--- config.mk ---
export PLATFORM = sky130hd
export DESIGN_NAME = pmh_seq
export DESIGN_NICKNAME = d
export VERILOG_FILES = /design/src/rtl/pmh_pkg.sv /design/src/rtl/pmh_wake_combine.sv /design/src/rtl/pmh_seq.sv
export SDC_FILE = /design/constraint.sdc
export NUM_CORES = 1
export LEC_CHECK = 0
export ABC_CLOCK_PERIOD_IN_PS = 6100
export BUFFER_PORTS_ARGS = -buffer_cell sky130_fd_sc_hd__buf_4
export CORE_MARGIN = 4
export CORE_UTILIZATION = 30
export CTS_BUF_LIST = sky130_fd_sc_hd__clkbuf_16
export DETAILED_ROUTE_END_ITERATION = 7
export PLACE_DENSITY = 0.59
export SKIP_LAST_GASP = 1
export SYNTH_ARGS = -nofsm -noshare
export SYNTH_HDL_FRONTEND = slang
export SYNTH_HIERARCHICAL = 1
export SYNTH_SLANG_ARGS = --single-unit
--- constraint.sdc ---
create_clock -name i_clk -period 6.1 [get_ports i_clk]
set_clock_uncertainty 0.05 [all_clocks]
set_input_delay 0.61 -clock i_clk [delete_from_list [all_inputs] [get_ports i_clk]]
set_output_delay 0.61 -clock i_clk [all_outputs]
set_load 0.02 [all_outputs]
--- src/rtl/pmh_pkg.sv ---
// Package for the power-mode and hibernate sequencer
package pmh_pkg;

	// ----------------------------------------
	// Operating modes
	// ----------------------------------------
	typedef enum logic [2:0] {
		PMH_FULL_ON,
		PMH_ACTIVE,
		PMH_SLEEP,
		PMH_DEEP_SLEEP,
		PMH_HIBERNATE,
		PMH_BOOT
	} pmh_mode_t;

	// ----------------------------------------
	// Regulator control layout
	// ----------------------------------------
	localparam int PMH_REGULATOR_FIELD_A_LSB = 0;
	localparam int PMH_REGULATOR_FIELD_A_W = 2;
	localparam int PMH_GAIN_LSB = 2;
	localparam int PMH_GAIN_W = 2;
	localparam int PMH_LEVEL_LSB = 4;
	localparam int PMH_LEVEL_W = 4;
	localparam int PMH_WAKE_EN_LSB = 8;
	localparam int PMH_WAKE_EN_W = 5;
	localparam int PMH_CTL_W = 16;
	localparam logic [PMH_REGULATOR_FIELD_A_W-1:0] PMH_REGULATOR_FIELD_A_OFF = 2'h0;
	localparam logic [PMH_CTL_W-1:0] PMH_CTL_RESET = 16'h1FB3;

	// Core voltage: base plus level times step, in millivolts
	localparam int PMH_VOLT_STEP_MV = 50;
	localparam int PMH_VOLT_BASE_MV = 850;
	localparam int PMH_MV_W = 11;

	// Wake source bit positions inside the enable field
	localparam int PMH_WK_RTC = 0;
	localparam int PMH_WK_CAN = 1;
	localparam int PMH_WK_RESET = 2;
	localparam int PMH_WK_RING = 3;
	localparam int PMH_WK_GP = 4;

	// Boot sequence length in cycles
	localparam int PMH_BOOT_TIME_NS = 1000;
	localparam int PMH_CLK_NS = 10;
	localparam int PMH_BOOT_CYCLES = (PMH_BOOT_TIME_NS + PMH_CLK_NS - 1) / PMH_CLK_NS;
	localparam int PMH_BOOT_CNT_W = 8;

	// ----------------------------------------
	// Carriers
	// ----------------------------------------
	typedef struct packed {
		logic rtc;
		logic can;
		logic reset;
		logic ring_rx_activity_pin;
		logic gp;
	} pmh_wake_t;

	typedef struct packed {
		logic core_clk_en;
		logic sys_clk_en;
		logic pll_en;
		logic pll_bypass;
		logic async_block;
		logic pins_hiz;
		logic supply_on;
	} pmh_ctrl_t;

endpackage

--- src/rtl/pmh_wake_combine.sv ---
// Hibernate wake source combiner
`timescale 1ns/1ps
`default_nettype none
module pmh_wake_combine (
	input wire logic i_clk,
	input wire logic i_rst,
	input wire pmh_pkg::pmh_wake_t i_src,
	input wire logic [pmh_pkg::PMH_WAKE_EN_W-1:0] i_en,
	input wire logic i_ring_used,
	input wire logic i_can_used,
	output logic o_wake
);
	logic [pmh_pkg::PMH_WAKE_EN_W-1:0] src;
	logic [pmh_pkg::PMH_WAKE_EN_W-1:0] gate;
	logic next_wake;

	// ----------------------------------------
	// OR of enabled sources
	// ----------------------------------------
	always_comb begin
		src = {i_src.gp, i_src.ring_rx_activity_pin, i_src.reset, i_src.can, i_src.rtc};
		gate = i_en;
		gate[pmh_pkg::PMH_WK_RESET] = 1'b1;
		gate[pmh_pkg::PMH_WK_GP] = i_en[pmh_pkg::PMH_WK_GP] & ~(i_ring_used & i_can_used);
		next_wake = |(src & gate);
	end

	always_ff @(posedge i_clk) begin
		if (i_rst) begin
			o_wake <= 1'b0;
		end else begin
			o_wake <= next_wake;
		end
	end
endmodule
`default_nettype wire

--- src/rtl/pmh_seq.sv ---
// Power-mode and hibernate sequencer top
// ----------------------------------------
// Summary of operation
// - Deep sleep stops core and system clocks
// - Deep sleep blocks async peripheral bus access
// - Deep sleep exits only on reset or RTC
// - RTC wake from deep sleep enters active
// - Reset in deep sleep enters full-on
// - Frequency field zero in full-on or active, without external supply, enters hibernate, supply off
// - Hibernate puts external pins high impedance
// - RTC, CAN, reset, ring activity wake regulator
// - General wake offered when CAN or ring unused
// - Core voltage adjustable in 50 mV steps
// - Every hibernate wake runs full boot
// - Regulator may be disabled and bypassed
// - Full-on runs PLL, not bypassed
// - Active runs PLL bypassed
// ----------------------------------------
`timescale 1ns/1ps
`default_nettype none
module pmh_seq (
	input wire logic i_clk,
	input wire logic i_rst,
	input wire logic i_reg_we,
	input wire logic [pmh_pkg::PMH_CTL_W-1:0] i_reg_wdata,
	input wire logic i_sleep_req,
	input wire logic i_deep_sleep_req,
	input wire logic i_active_req,
	input wire logic i_full_on_req,
	input wire logic i_pll_bypass_cfg,
	input wire logic i_wake_evt,
	input wire logic i_rtc_async_irq,
	input wire logic i_reset_pin,
	input wire pmh_pkg::pmh_wake_t i_wake_src,
	input wire logic i_ring_used,
	input wire logic i_can_used,
	input wire logic i_ext_supply,
	output logic [pmh_pkg::PMH_CTL_W-1:0] o_regulator_control_reg,
	output pmh_pkg::pmh_ctrl_t o_ctrl,
	output pmh_pkg::pmh_mode_t o_mode,
	output logic o_boot_start,
	output logic o_reg_enable,
	output logic o_reg_bypass,
	output logic [pmh_pkg::PMH_MV_W-1:0] o_core_mv
);
	pmh_pkg::pmh_mode_t mode;
	pmh_pkg::pmh_mode_t next_mode;
	logic [pmh_pkg::PMH_CTL_W-1:0] ctl;
	logic [pmh_pkg::PMH_CTL_W-1:0] next_ctl;
	logic [pmh_pkg::PMH_BOOT_CNT_W-1:0] boot_cnt;
	logic [pmh_pkg::PMH_BOOT_CNT_W-1:0] next_boot_cnt;
	pmh_pkg::pmh_ctrl_t next_ctrl;
	logic next_boot_start;
	logic [pmh_pkg::PMH_MV_W-1:0] next_mv;
	logic hib_wake;
	logic [pmh_pkg::PMH_REGULATOR_FIELD_A_W-1:0] regulator_field_a;
	logic [pmh_pkg::PMH_LEVEL_W-1:0] level;

	// ----------------------------------------
	// Wake combiner
	// ----------------------------------------
	pmh_wake_combine u_wake (
		.i_clk(i_clk),
		.i_rst(i_rst),
		.i_src(i_wake_src),
		.i_en(ctl[pmh_pkg::PMH_WAKE_EN_LSB +: pmh_pkg::PMH_WAKE_EN_W]),
		.i_ring_used(i_ring_used),
		.i_can_used(i_can_used),
		.o_wake(hib_wake)
	);

	// ----------------------------------------
	// Mode sequencing
	// ----------------------------------------
	always_comb begin
		next_mode = mode;
		next_ctl = ctl;
		next_boot_cnt = boot_cnt;
		next_boot_start = 1'b0;
		regulator_field_a = i_reg_wdata[pmh_pkg::PMH_REGULATOR_FIELD_A_LSB +: pmh_pkg::PMH_REGULATOR_FIELD_A_W];
		if (i_reg_we && mode != pmh_pkg::PMH_HIBERNATE) begin
			next_ctl = i_reg_wdata;
		end
		unique case (mode)
			pmh_pkg::PMH_FULL_ON, pmh_pkg::PMH_ACTIVE: begin
				if (i_reg_we && regulator_field_a == pmh_pkg::PMH_REGULATOR_FIELD_A_OFF && !i_ext_supply) begin
					next_mode = pmh_pkg::PMH_HIBERNATE;
				end else if (i_deep_sleep_req) begin
					next_mode = pmh_pkg::PMH_DEEP_SLEEP;
				end else if (i_sleep_req) begin
					next_mode = pmh_pkg::PMH_SLEEP;
				end else if (mode == pmh_pkg::PMH_FULL_ON && i_active_req) begin
					next_mode = pmh_pkg::PMH_ACTIVE;
				end else if (mode == pmh_pkg::PMH_ACTIVE && i_full_on_req) begin
					next_mode = pmh_pkg::PMH_FULL_ON;
				end
			end
			pmh_pkg::PMH_SLEEP: begin
				if (i_reset_pin) begin
					next_mode = pmh_pkg::PMH_FULL_ON;
				end else if (i_wake_evt || i_rtc_async_irq) begin
					next_mode = i_pll_bypass_cfg ? pmh_pkg::PMH_ACTIVE : pmh_pkg::PMH_FULL_ON;
				end
			end
			pmh_pkg::PMH_DEEP_SLEEP: begin
				if (i_reset_pin) begin
					next_mode = pmh_pkg::PMH_FULL_ON;
				end else if (i_rtc_async_irq) begin
					next_mode = pmh_pkg::PMH_ACTIVE;
				end
			end
			pmh_pkg::PMH_HIBERNATE: begin
				if (hib_wake) begin
					next_mode = pmh_pkg::PMH_BOOT;
					next_ctl = pmh_pkg::PMH_CTL_RESET;
					next_boot_cnt = '0;
				end
			end
			pmh_pkg::PMH_BOOT: begin
				if (boot_cnt == 8'(pmh_pkg::PMH_BOOT_CYCLES - 1)) begin
					next_mode = pmh_pkg::PMH_FULL_ON;
					next_boot_start = 1'b1;
				end else begin
					next_boot_cnt = boot_cnt + 8'h01;
				end
			end
			default: begin
				next_mode = pmh_pkg::PMH_FULL_ON;
			end
		endcase
	end

	// ----------------------------------------
	// Clock, pin and supply controls
	// ----------------------------------------
	always_comb begin
		next_ctrl = '0;
		next_ctrl.supply_on = 1'b1;
		unique case (next_mode)
			pmh_pkg::PMH_FULL_ON: begin
				next_ctrl.core_clk_en = 1'b1;
				next_ctrl.sys_clk_en = 1'b1;
				next_ctrl.pll_en = 1'b1;
			end
			pmh_pkg::PMH_ACTIVE: begin
				next_ctrl.core_clk_en = 1'b1;
				next_ctrl.sys_clk_en = 1'b1;
				next_ctrl.pll_en = 1'b1;
				next_ctrl.pll_bypass = 1'b1;
			end
			pmh_pkg::PMH_SLEEP: begin
				next_ctrl.sys_clk_en = 1'b1;
				next_ctrl.pll_en = 1'b1;
			end
			pmh_pkg::PMH_DEEP_SLEEP: begin
				next_ctrl.async_block = 1'b1;
			end
			pmh_pkg::PMH_HIBERNATE: begin
				next_ctrl.async_block = 1'b1;
				next_ctrl.pins_hiz = 1'b1;
				next_ctrl.supply_on = 1'b0;
			end
			pmh_pkg::PMH_BOOT: begin
				next_ctrl.async_block = 1'b1;
			end
			default: begin
				next_ctrl = '0;
			end
		endcase
		level = next_ctl[pmh_pkg::PMH_LEVEL_LSB +: pmh_pkg::PMH_LEVEL_W];
		next_mv = 11'(pmh_pkg::PMH_VOLT_BASE_MV) + 11'(level) * 11'(pmh_pkg::PMH_VOLT_STEP_MV);
		if (!next_ctrl.supply_on) begin
			next_mv = '0;
		end
	end

	always_ff @(posedge i_clk) begin
		if (i_rst) begin
			mode <= pmh_pkg::PMH_FULL_ON;
			ctl <= pmh_pkg::PMH_CTL_RESET;
			boot_cnt <= '0;
			o_ctrl <= '{core_clk_en: 1'b1, sys_clk_en: 1'b1, pll_en: 1'b1, pll_bypass: 1'b0,
				async_block: 1'b0, pins_hiz: 1'b0, supply_on: 1'b1};
			o_mode <= pmh_pkg::PMH_FULL_ON;
			o_boot_start <= 1'b0;
			o_regulator_control_reg <= pmh_pkg::PMH_CTL_RESET;
			o_reg_enable <= 1'b1;
			o_reg_bypass <= 1'b0;
			o_core_mv <= 11'(pmh_pkg::PMH_VOLT_BASE_MV + pmh_pkg::PMH_VOLT_STEP_MV
				* int'(pmh_pkg::PMH_CTL_RESET[pmh_pkg::PMH_LEVEL_LSB +: pmh_pkg::PMH_LEVEL_W]));
		end else begin
			mode <= next_mode;
			ctl <= next_ctl;
			boot_cnt <= next_boot_cnt;
			o_ctrl <= next_ctrl;
			o_mode <= next_mode;
			o_boot_start <= next_boot_start;
			o_regulator_control_reg <= next_ctl;
			o_reg_enable <= next_ctrl.supply_on & ~i_ext_supply;
			o_reg_bypass <= i_ext_supply;
			o_core_mv <= next_mv;
		end
	end
endmodule
`default_nettype wire

==> flow_summary.yaml, run 1 <==
synth:
  synth_xor_area_share_pct: 3.911
  synth_area_leaders: "dfxtp_1 (42%), nand2_1 (6.9%), ha_1 (5.0%)"
  async_flop_share_pct: 0
  yosysTopAreaCellShare_pct: 42.01
  synth-simple-area-share_pct: 24.13
  yosys.cell_types.count: 55
  synth_flop_cell: "dfxtp_1"
  synth_top_family_by_area: "simple AND/OR/NAND/NOR gates"
  synth-seq-cells: 47
  syn-num-nets: 296
  synth_mux_area_share_pct: 0.4469
  syn_area_um2: 2240
  yosysSeqAreaShare_pct: 42.01
  synth_top_area_cell: "dfxtp_1"
  synth_edf_count: 0
  synth_fa_ha_area_share_pct: 5.922
  syn_avg_cell_area_um2: 8.923
  synth_warnings: 6
  synth-compound-area-share_pct: 18.72
  syn-instance-count: 251
setup_path:
  worstPathArrival_ns: 4.20
  slowest_delay_ns: 0.76
  cp-startpoint: "mode[0]$_SDFF_PP0_"
  crit_top_cell: "ha_1"
  crit_slowest_cell: "nor2_1"
  rr_startpoint: "mode[0]$_SDFF_PP0_"
  ff2ff_path_depth: 11
  crit_path_start_kind: "flop"
  crit_path_end_kind: "flop"
  worstPathRequired_ns: 6.25
  crit_fanout: 14
  worstSetupPathType: "flop to flop"
  path_cells: "nor3b_2 > nor2_1 > mux2i_1 > nand2_1 > ha_1 > ha_1 > fa_1 > or2_2 > o311ai_1 > nand3_1 > a221oi_2"
timing:
  drv_slew: 0
  finalSetupViolations: 0
  period_minus_slack_ns: 4.047
  relSlewSlack_pct: 34.63
  setup-tns-final_ns: 0
  holdWs_ns: 0.4092
  worst_pin_slew_ns: 0.9770
  grt_setup_unrepaired: "false"
  hold_violations: 0
  fmax_mhz: 247.1
  finalCritPeriodShare_pct: 66.34
clock_tree:
  cts_resized: 0
  cts.path.max_buffers: 2
  clk_pin_slew_ns: 0.06
  hold_buffers: 0
  insertion_delay_ns: 0.28
  cts_tree: "yes"
  clock_sinks: 47
  cts_root_buffer: "clkbuf_16"
  post-cts-setup-buffers: 0
  cts.htree.levels: 2
  cts_buffers: 5
final_layout:
  fin_nets: 363
  area_growth_pct: 33.58
  final_cell_mix: "buf_4 (73), dfxtp_1 (47), nand2_1 (41)"
  final_common_cell: "buf_4"
  final_core_util_pct: 41.25
  drive_gt1_share_pct: 29.56
  diodes: 0
detailed_routing:
  drt_iter0_markers: 68
  first_pass_iters: 4
  wire_per_inst_um: 13.97
  vias: 1996
  vias_per_cell: 4.787
  final_antenna_net_count: 0
  drc: 0
  routed_wl_mm: 5.825
global_route:
  grt_pass1_vias: 1955
  grt_use_total_pct: 13.64
  grt_max_degree: 21
  gr-total-overflow: 0
  antenna_found_initial: 0
  grt_pass1_wl_mm: 9.370
die:
  die_width_um: 94.41
  io_pins: 75
  core_um2: 7253
  rows: 31
  die_area_um2: 8912
  start_util_pct: 30.88
  die_height_um: 94.41
place:
  routabilityCongestion: 0.8664
  io_buffers: 73
  hpwl_mm: 4.516
power_and_ir_drop:
  power_leakage_uw: 0.001286
  ir_worst_vdd_v: 0.0001779
  total_power_uw: 900.7
  powerDensity_nw_per_um2: 301.1
hold_path:
  holdPathStages: 2
  hp-class: "flop to flop"
  hold_start: "ctl[15]$_SDFF_PP0_"
flow_run:
  maxCapViolations: 0
status:
  status: "finished, final reports clean"
cell usage after synthesis, drive strengths merged (6+ instances only):
cell   instances
a21oi         16
buf            8
dfxtp         47
ha             9
inv            6
nand2         41
nand3         15
nor2          19
o21ai          8
power breakdown:
part           internal [uW]  switching (uW)
Combinational            114             137
Clock                    189             107
Sequential               338            16.3
Total                    641             260
area by class of cell:
cell class	count	area, um2
Clock inverter	2	33.78
Timing Repair Buffer	73	548.0
Clock buffer	5	125.1
Sequential cell	47	940.9
Inverter	7	26.28
Multi-Input combinational cell	184	1194
Fill cell	742	4262
Tap cell	99	123.9
state kept, by name (all words and copies together) (netlist names):
signal / count
ctl: 16
u_wake/o_wake: 1
o_reg_bypass: 1
mode: 3
o_ctrl: 6
o_core_mv: 10
o_boot_start: 1
boot_cnt: 8
o_reg_enable: 1
metrics by stage:
stage / instances / worst slack [ns] / cell area, um2
floorplan: 251 / 2.439 / 2240
global placement: 410 / 2.111 / 2833
detailed placement: 410 / 1.954 / 2833
CTS: 417 / 1.991 / 2992
global route: 417 / 1.658 / 2992
finish: 417 / 2.053 / 2992
path summary, 6_finish.rpt:
kind | end | slack, ns
hold reg to reg | ctl[15]$_SDFF_PP0_ | 0.41
setup / recovery | o_core_mv[9]$_SDFF_PP0_ | 2.05
setup reg to reg | o_core_mv[9]$_SDFF_PP0_ | 2.05
hold / removal | ctl[15]$_SDFF_PP0_ | 0.41
kinds of logic (layout without fill, tap and decap cells):
logic type | after synthesis | count (layout)
AOI/OAI and AO/OA | 55 | 55
DFF | 47 | 47
xor gates and xnor gates | 10 | 10
muxes | 1 | 1
buffers and inverters | 20 | 87
adders and majority gates | 10 | 10
and+or+nand+nor | 107 | 107
other | 1 | 1
routing by layer:
| metal | up-vias | part of all wire (%) | routed length, um | global-route usage, % |
|---|---|---|---|---|
| met3 | 4 | 7.0 | 408 | 3.904 |
| met2 | 70 | 47 | 2734 | 22.04 |
| li1 | 1023 | - | - | - |
| met1 | 899 | 46 | 2673 | 17.85 |
| met5 | - | 0 | 0 | 0 |
| met4 | 0 | 0.14 | 8 | 3.610 |
critical path: cells and delay by family (launching register included):
| family | cells | cell delay, ns |
|---|---|---|
| flops | 1 | 0.61 |
| compound gates | 2 | 0.53 |
| simple gates | 5 | 1.52 |
| mux | 1 | 0.37 |
| fa+ha+maj | 3 | 0.90 |
No activity file was read; power rests on OpenSTA's default activity.
==> run 2, diff against run 1 <==
ABC_AREA = 1   (was unset)
ABC_CLOCK_PERIOD_IN_PS = 4000   (was 6100)
clock period = 4 ns   (was 6.1 ns; I/O delays follow)
==> run 2 against run 1 <==
Against the previous run:
- worst setup slack worse by 1.5 ns
- final cell count is 17% higher
- synthesized cell count is 25% higher
- sequential share of layout area is 1.2 points lower
- maximum frequency is 16% higher
- sequential cell count stayed put
- sequential power is 53% higher
- largest cell class unchanged
==> flow_summary.yaml, run 2 <==
status:
  status: "finished, final reports clean"
detailed_routing:
  highest_layer: "met4"
  wire_per_inst_um: 11.63
  drc: 0
  met3WireLength_um: 334
  vias: 2141
  dr_wl_met2_mm: 2.694
  final_antenna_net_count: 0
  routed_wl_mm: 5.685
  vias_per_cell: 4.378
  first_pass_iters: 4
  wl_met1_mm: 2.503
  drt_iter0_markers: 59
timing:
  grt_setup_unrepaired: "false"
  finalCritPeriodShare_pct: 86.99
  layout_setup_ws_ns: 0.5203
  period_minus_slack_ns: 3.480
  finalSetupViolations: 0
  fmax_mhz: 287.4
  setup-tns-final_ns: 0
  drv_slew: 0
  hold_violations: 0
power_and_ir_drop:
  p_sw_share_pct: 30.80
  total_power_uw: 1424
  p_int_uw: 985.1
  powerDensity_nw_per_um2: 457.3
  ir_worst_vdd_v: 0.0001808
  switchingPower_uw: 438.5
  p_comb_share_pct: 30.6
  p_seq_share_pct: 38.1
  power_leakage_uw: 0.001600
  p_clk_share_pct: 31.3
setup_path:
  worstSetupPathType: "flop to flop"
  crit_path_start_kind: "flop"
  r2r-end: "o_core_mv[8]$_SDFF_PP1_"
  crit_fanout: 17
  worstPathArrival_ns: 3.59
  crit_path_end_kind: "flop"
  cp-endpoint: "o_core_mv[8]$_SDFF_PP1_"
  cp-startpoint: "mode[0]$_SDFF_PP0_"
  ff2ff_path_depth: 19
  worstPathRequired_ns: 4.11
  r2r_setup_slack_ns: 0.52
  rr_startpoint: "mode[0]$_SDFF_PP0_"
synth:
  synth_warnings: 6
  syn-num-nets: 360
  syn-instance-count: 315
  yosysSeqAreaShare_pct: 40.71
  synth-seq-cells: 47
  syn_avg_cell_area_um2: 7.336
  yosysMostFrequentCell: "nand2_1"
  synth_edf_count: 0
  yosys.cell_types.count: 34
  async_flop_share_pct: 0
  synth_area_leaders: "dfxtp_1 (41%), nand2_1 (13%), nand3_1 (6.9%)"
  synth_common_cells: "nand2_1 (77), dfxtp_1 (47), inv_1 (41)"
  yosysTopAreaCellShare_pct: 40.71
  synth_top_area_cell: "dfxtp_1"
  synth_flop_cell: "dfxtp_1"
  syn_area_um2: 2311
global_route:
  gr-total-overflow: 0
  grt_pass1_wl_mm: 9.432
  grt_use_total_pct: 13.13
  grt_max_degree: 18
  antenna_found_initial: 0
  grt_pass1_vias: 2069
clock_tree:
  clk_pin_slew_ns: 0.06
  cts.path.max_buffers: 2
  cts_buffers: 5
  cts_tree: "yes"
  cts_root_buffer: "clkbuf_16"
  clock_sinks: 47
  cts_resized: 0
  post-cts-setup-buffers: 0
  cts.htree.levels: 2
  insertion_delay_ns: 0.28
  hold_buffers: 0
flow_run:
  maxCapViolations: 0
final_layout:
  regMostFlops: "ctl"
  area_growth_pct: 34.71
  diodes: 0
  final_common_cell: "nand2_1"
  largest_register_ffs: 16
  fillerInstances: 767
  fin_nets: 435
  final_cell_mix: "nand2_1 (77), buf_4 (73), dfxtp_1 (47)"
  drive_gt1_share_pct: 27.44
  top_regs: "ctl x16, o_core_mv x10, boot_cnt x8"
place:
  hpwl_mm: 4.583
  dpl_worst_slack_ns: 0.5365
  routabilityCongestion: 0.8848
  io_buffers: 73
die:
  io_pins: 75
  start_util_pct: 31.36
  rows: 31
  die_height_um: 95.77
  die_area_um2: 9171
  die_width_um: 95.77
  core_um2: 7370
hold_path:
  hp-class: "primary input to flop"
-- run 2: worst max-delay path, stage by stage, from the launching register on --
cell	delay (ns)
dfxtp_1	0.40
nor2_1	0.16
nand2_2	0.11
nand2_4	0.19
inv_1	0.23
nand2_1	0.11
nand2_1	0.05
nor2_1	0.11
inv_1	0.09
ha_1	0.31
ha_1	0.23
fa_1	0.40
xor2_1	0.32
nand2_1	0.10
nor2_1	0.13
nand3_2	0.09
nand2_1	0.08
nand3_1	0.07
nand3_1	0.07
nand2_1	0.05
-- run 2: logic make-up after synthesis --
kind of cell / Yosys count / share of synthesized area [%]
buffers and inverters: 50 / 8.554
xor gates and xnor gates: 4 / 1.516
and+or+nand+nor: 181 / 37.30
adders and majority gates: 10 / 5.739
other: 1 / 0.1623
AOI/OAI and AO/OA: 22 / 6.010
DFF: 47 / 40.71
-- run 2: metal layers --
| metal | track usage (%) | vias up |
|---|---|---|
| met5 | 0 | - |
| met2 | 22.06 | 51 |
| met4 | 5.569 | 0 |
| met1 | 16.09 | 934 |
| li1 | - | 1147 |
| met3 | 2.971 | 9 |
-- run 2: area by class of cell --
class	count	area [um2]	area share [%]
clock buffers	5	125.1	4.019
clock inverters	2	33.78	1.085
inverters	45	168.9	5.426
multi-input cells	218	1172	37.66
flip-flops and latches	47	940.9	30.23
well taps	99	123.9	3.979
repair buffers	73	548.0	17.60
-- run 2: worst min path at each step --
stage | from | slack, ns | end | cells after the start
after floorplan | boot_cnt[7]$_SDFFE_PP0P_ | 0.41 | boot_cnt[7]$_SDFFE_PP0P_ | 2
after global placement | ctl[1]$_SDFF_PP1_ | 0.41 | ctl[1]$_SDFF_PP1_ | 2
after detailed placement | ctl[0]$_SDFF_PP1_ | 0.42 | ctl[0]$_SDFF_PP1_ | 2
after CTS | i_reg_wdata[11] | 0.28 | ctl[11]$_SDFF_PP1_ | 3
after global routing | i_reg_wdata[10] | 0.29 | ctl[10]$_SDFF_PP1_ | 3
final | i_reg_wdata[11] | 0.28 | ctl[11]$_SDFF_PP1_ | 3
-- run 2: power by group through the flow --
| stage | clock network [uW] | logic (uW) | registers, uW |
|---|---|---|---|
| 2_1_floorplan | 0 | 231 | 610 |
| 3_3_place_gp | 0 | 436 | 553 |
| 3_5_place_dp | 0 | 438 | 553 |
| 4_1_cts | 462 | 440 | 543 |
| 5_1_grt | 481 | 493 | 549 |
| 6_report | 445 | 436 | 542 |
-- run 2: metrics by stage --
stage	hold slack, ns	instances	util, %	area (um2)
finish	0.2825	489	42.24	3113
global route	0.2885	489	42.24	3113
CTS	0.2764	489	42.24	3113
detailed placement	0.4168	482	40.08	2954
global placement	0.4100	482	40.08	2954
floorplan	0.4098	315	-	2311
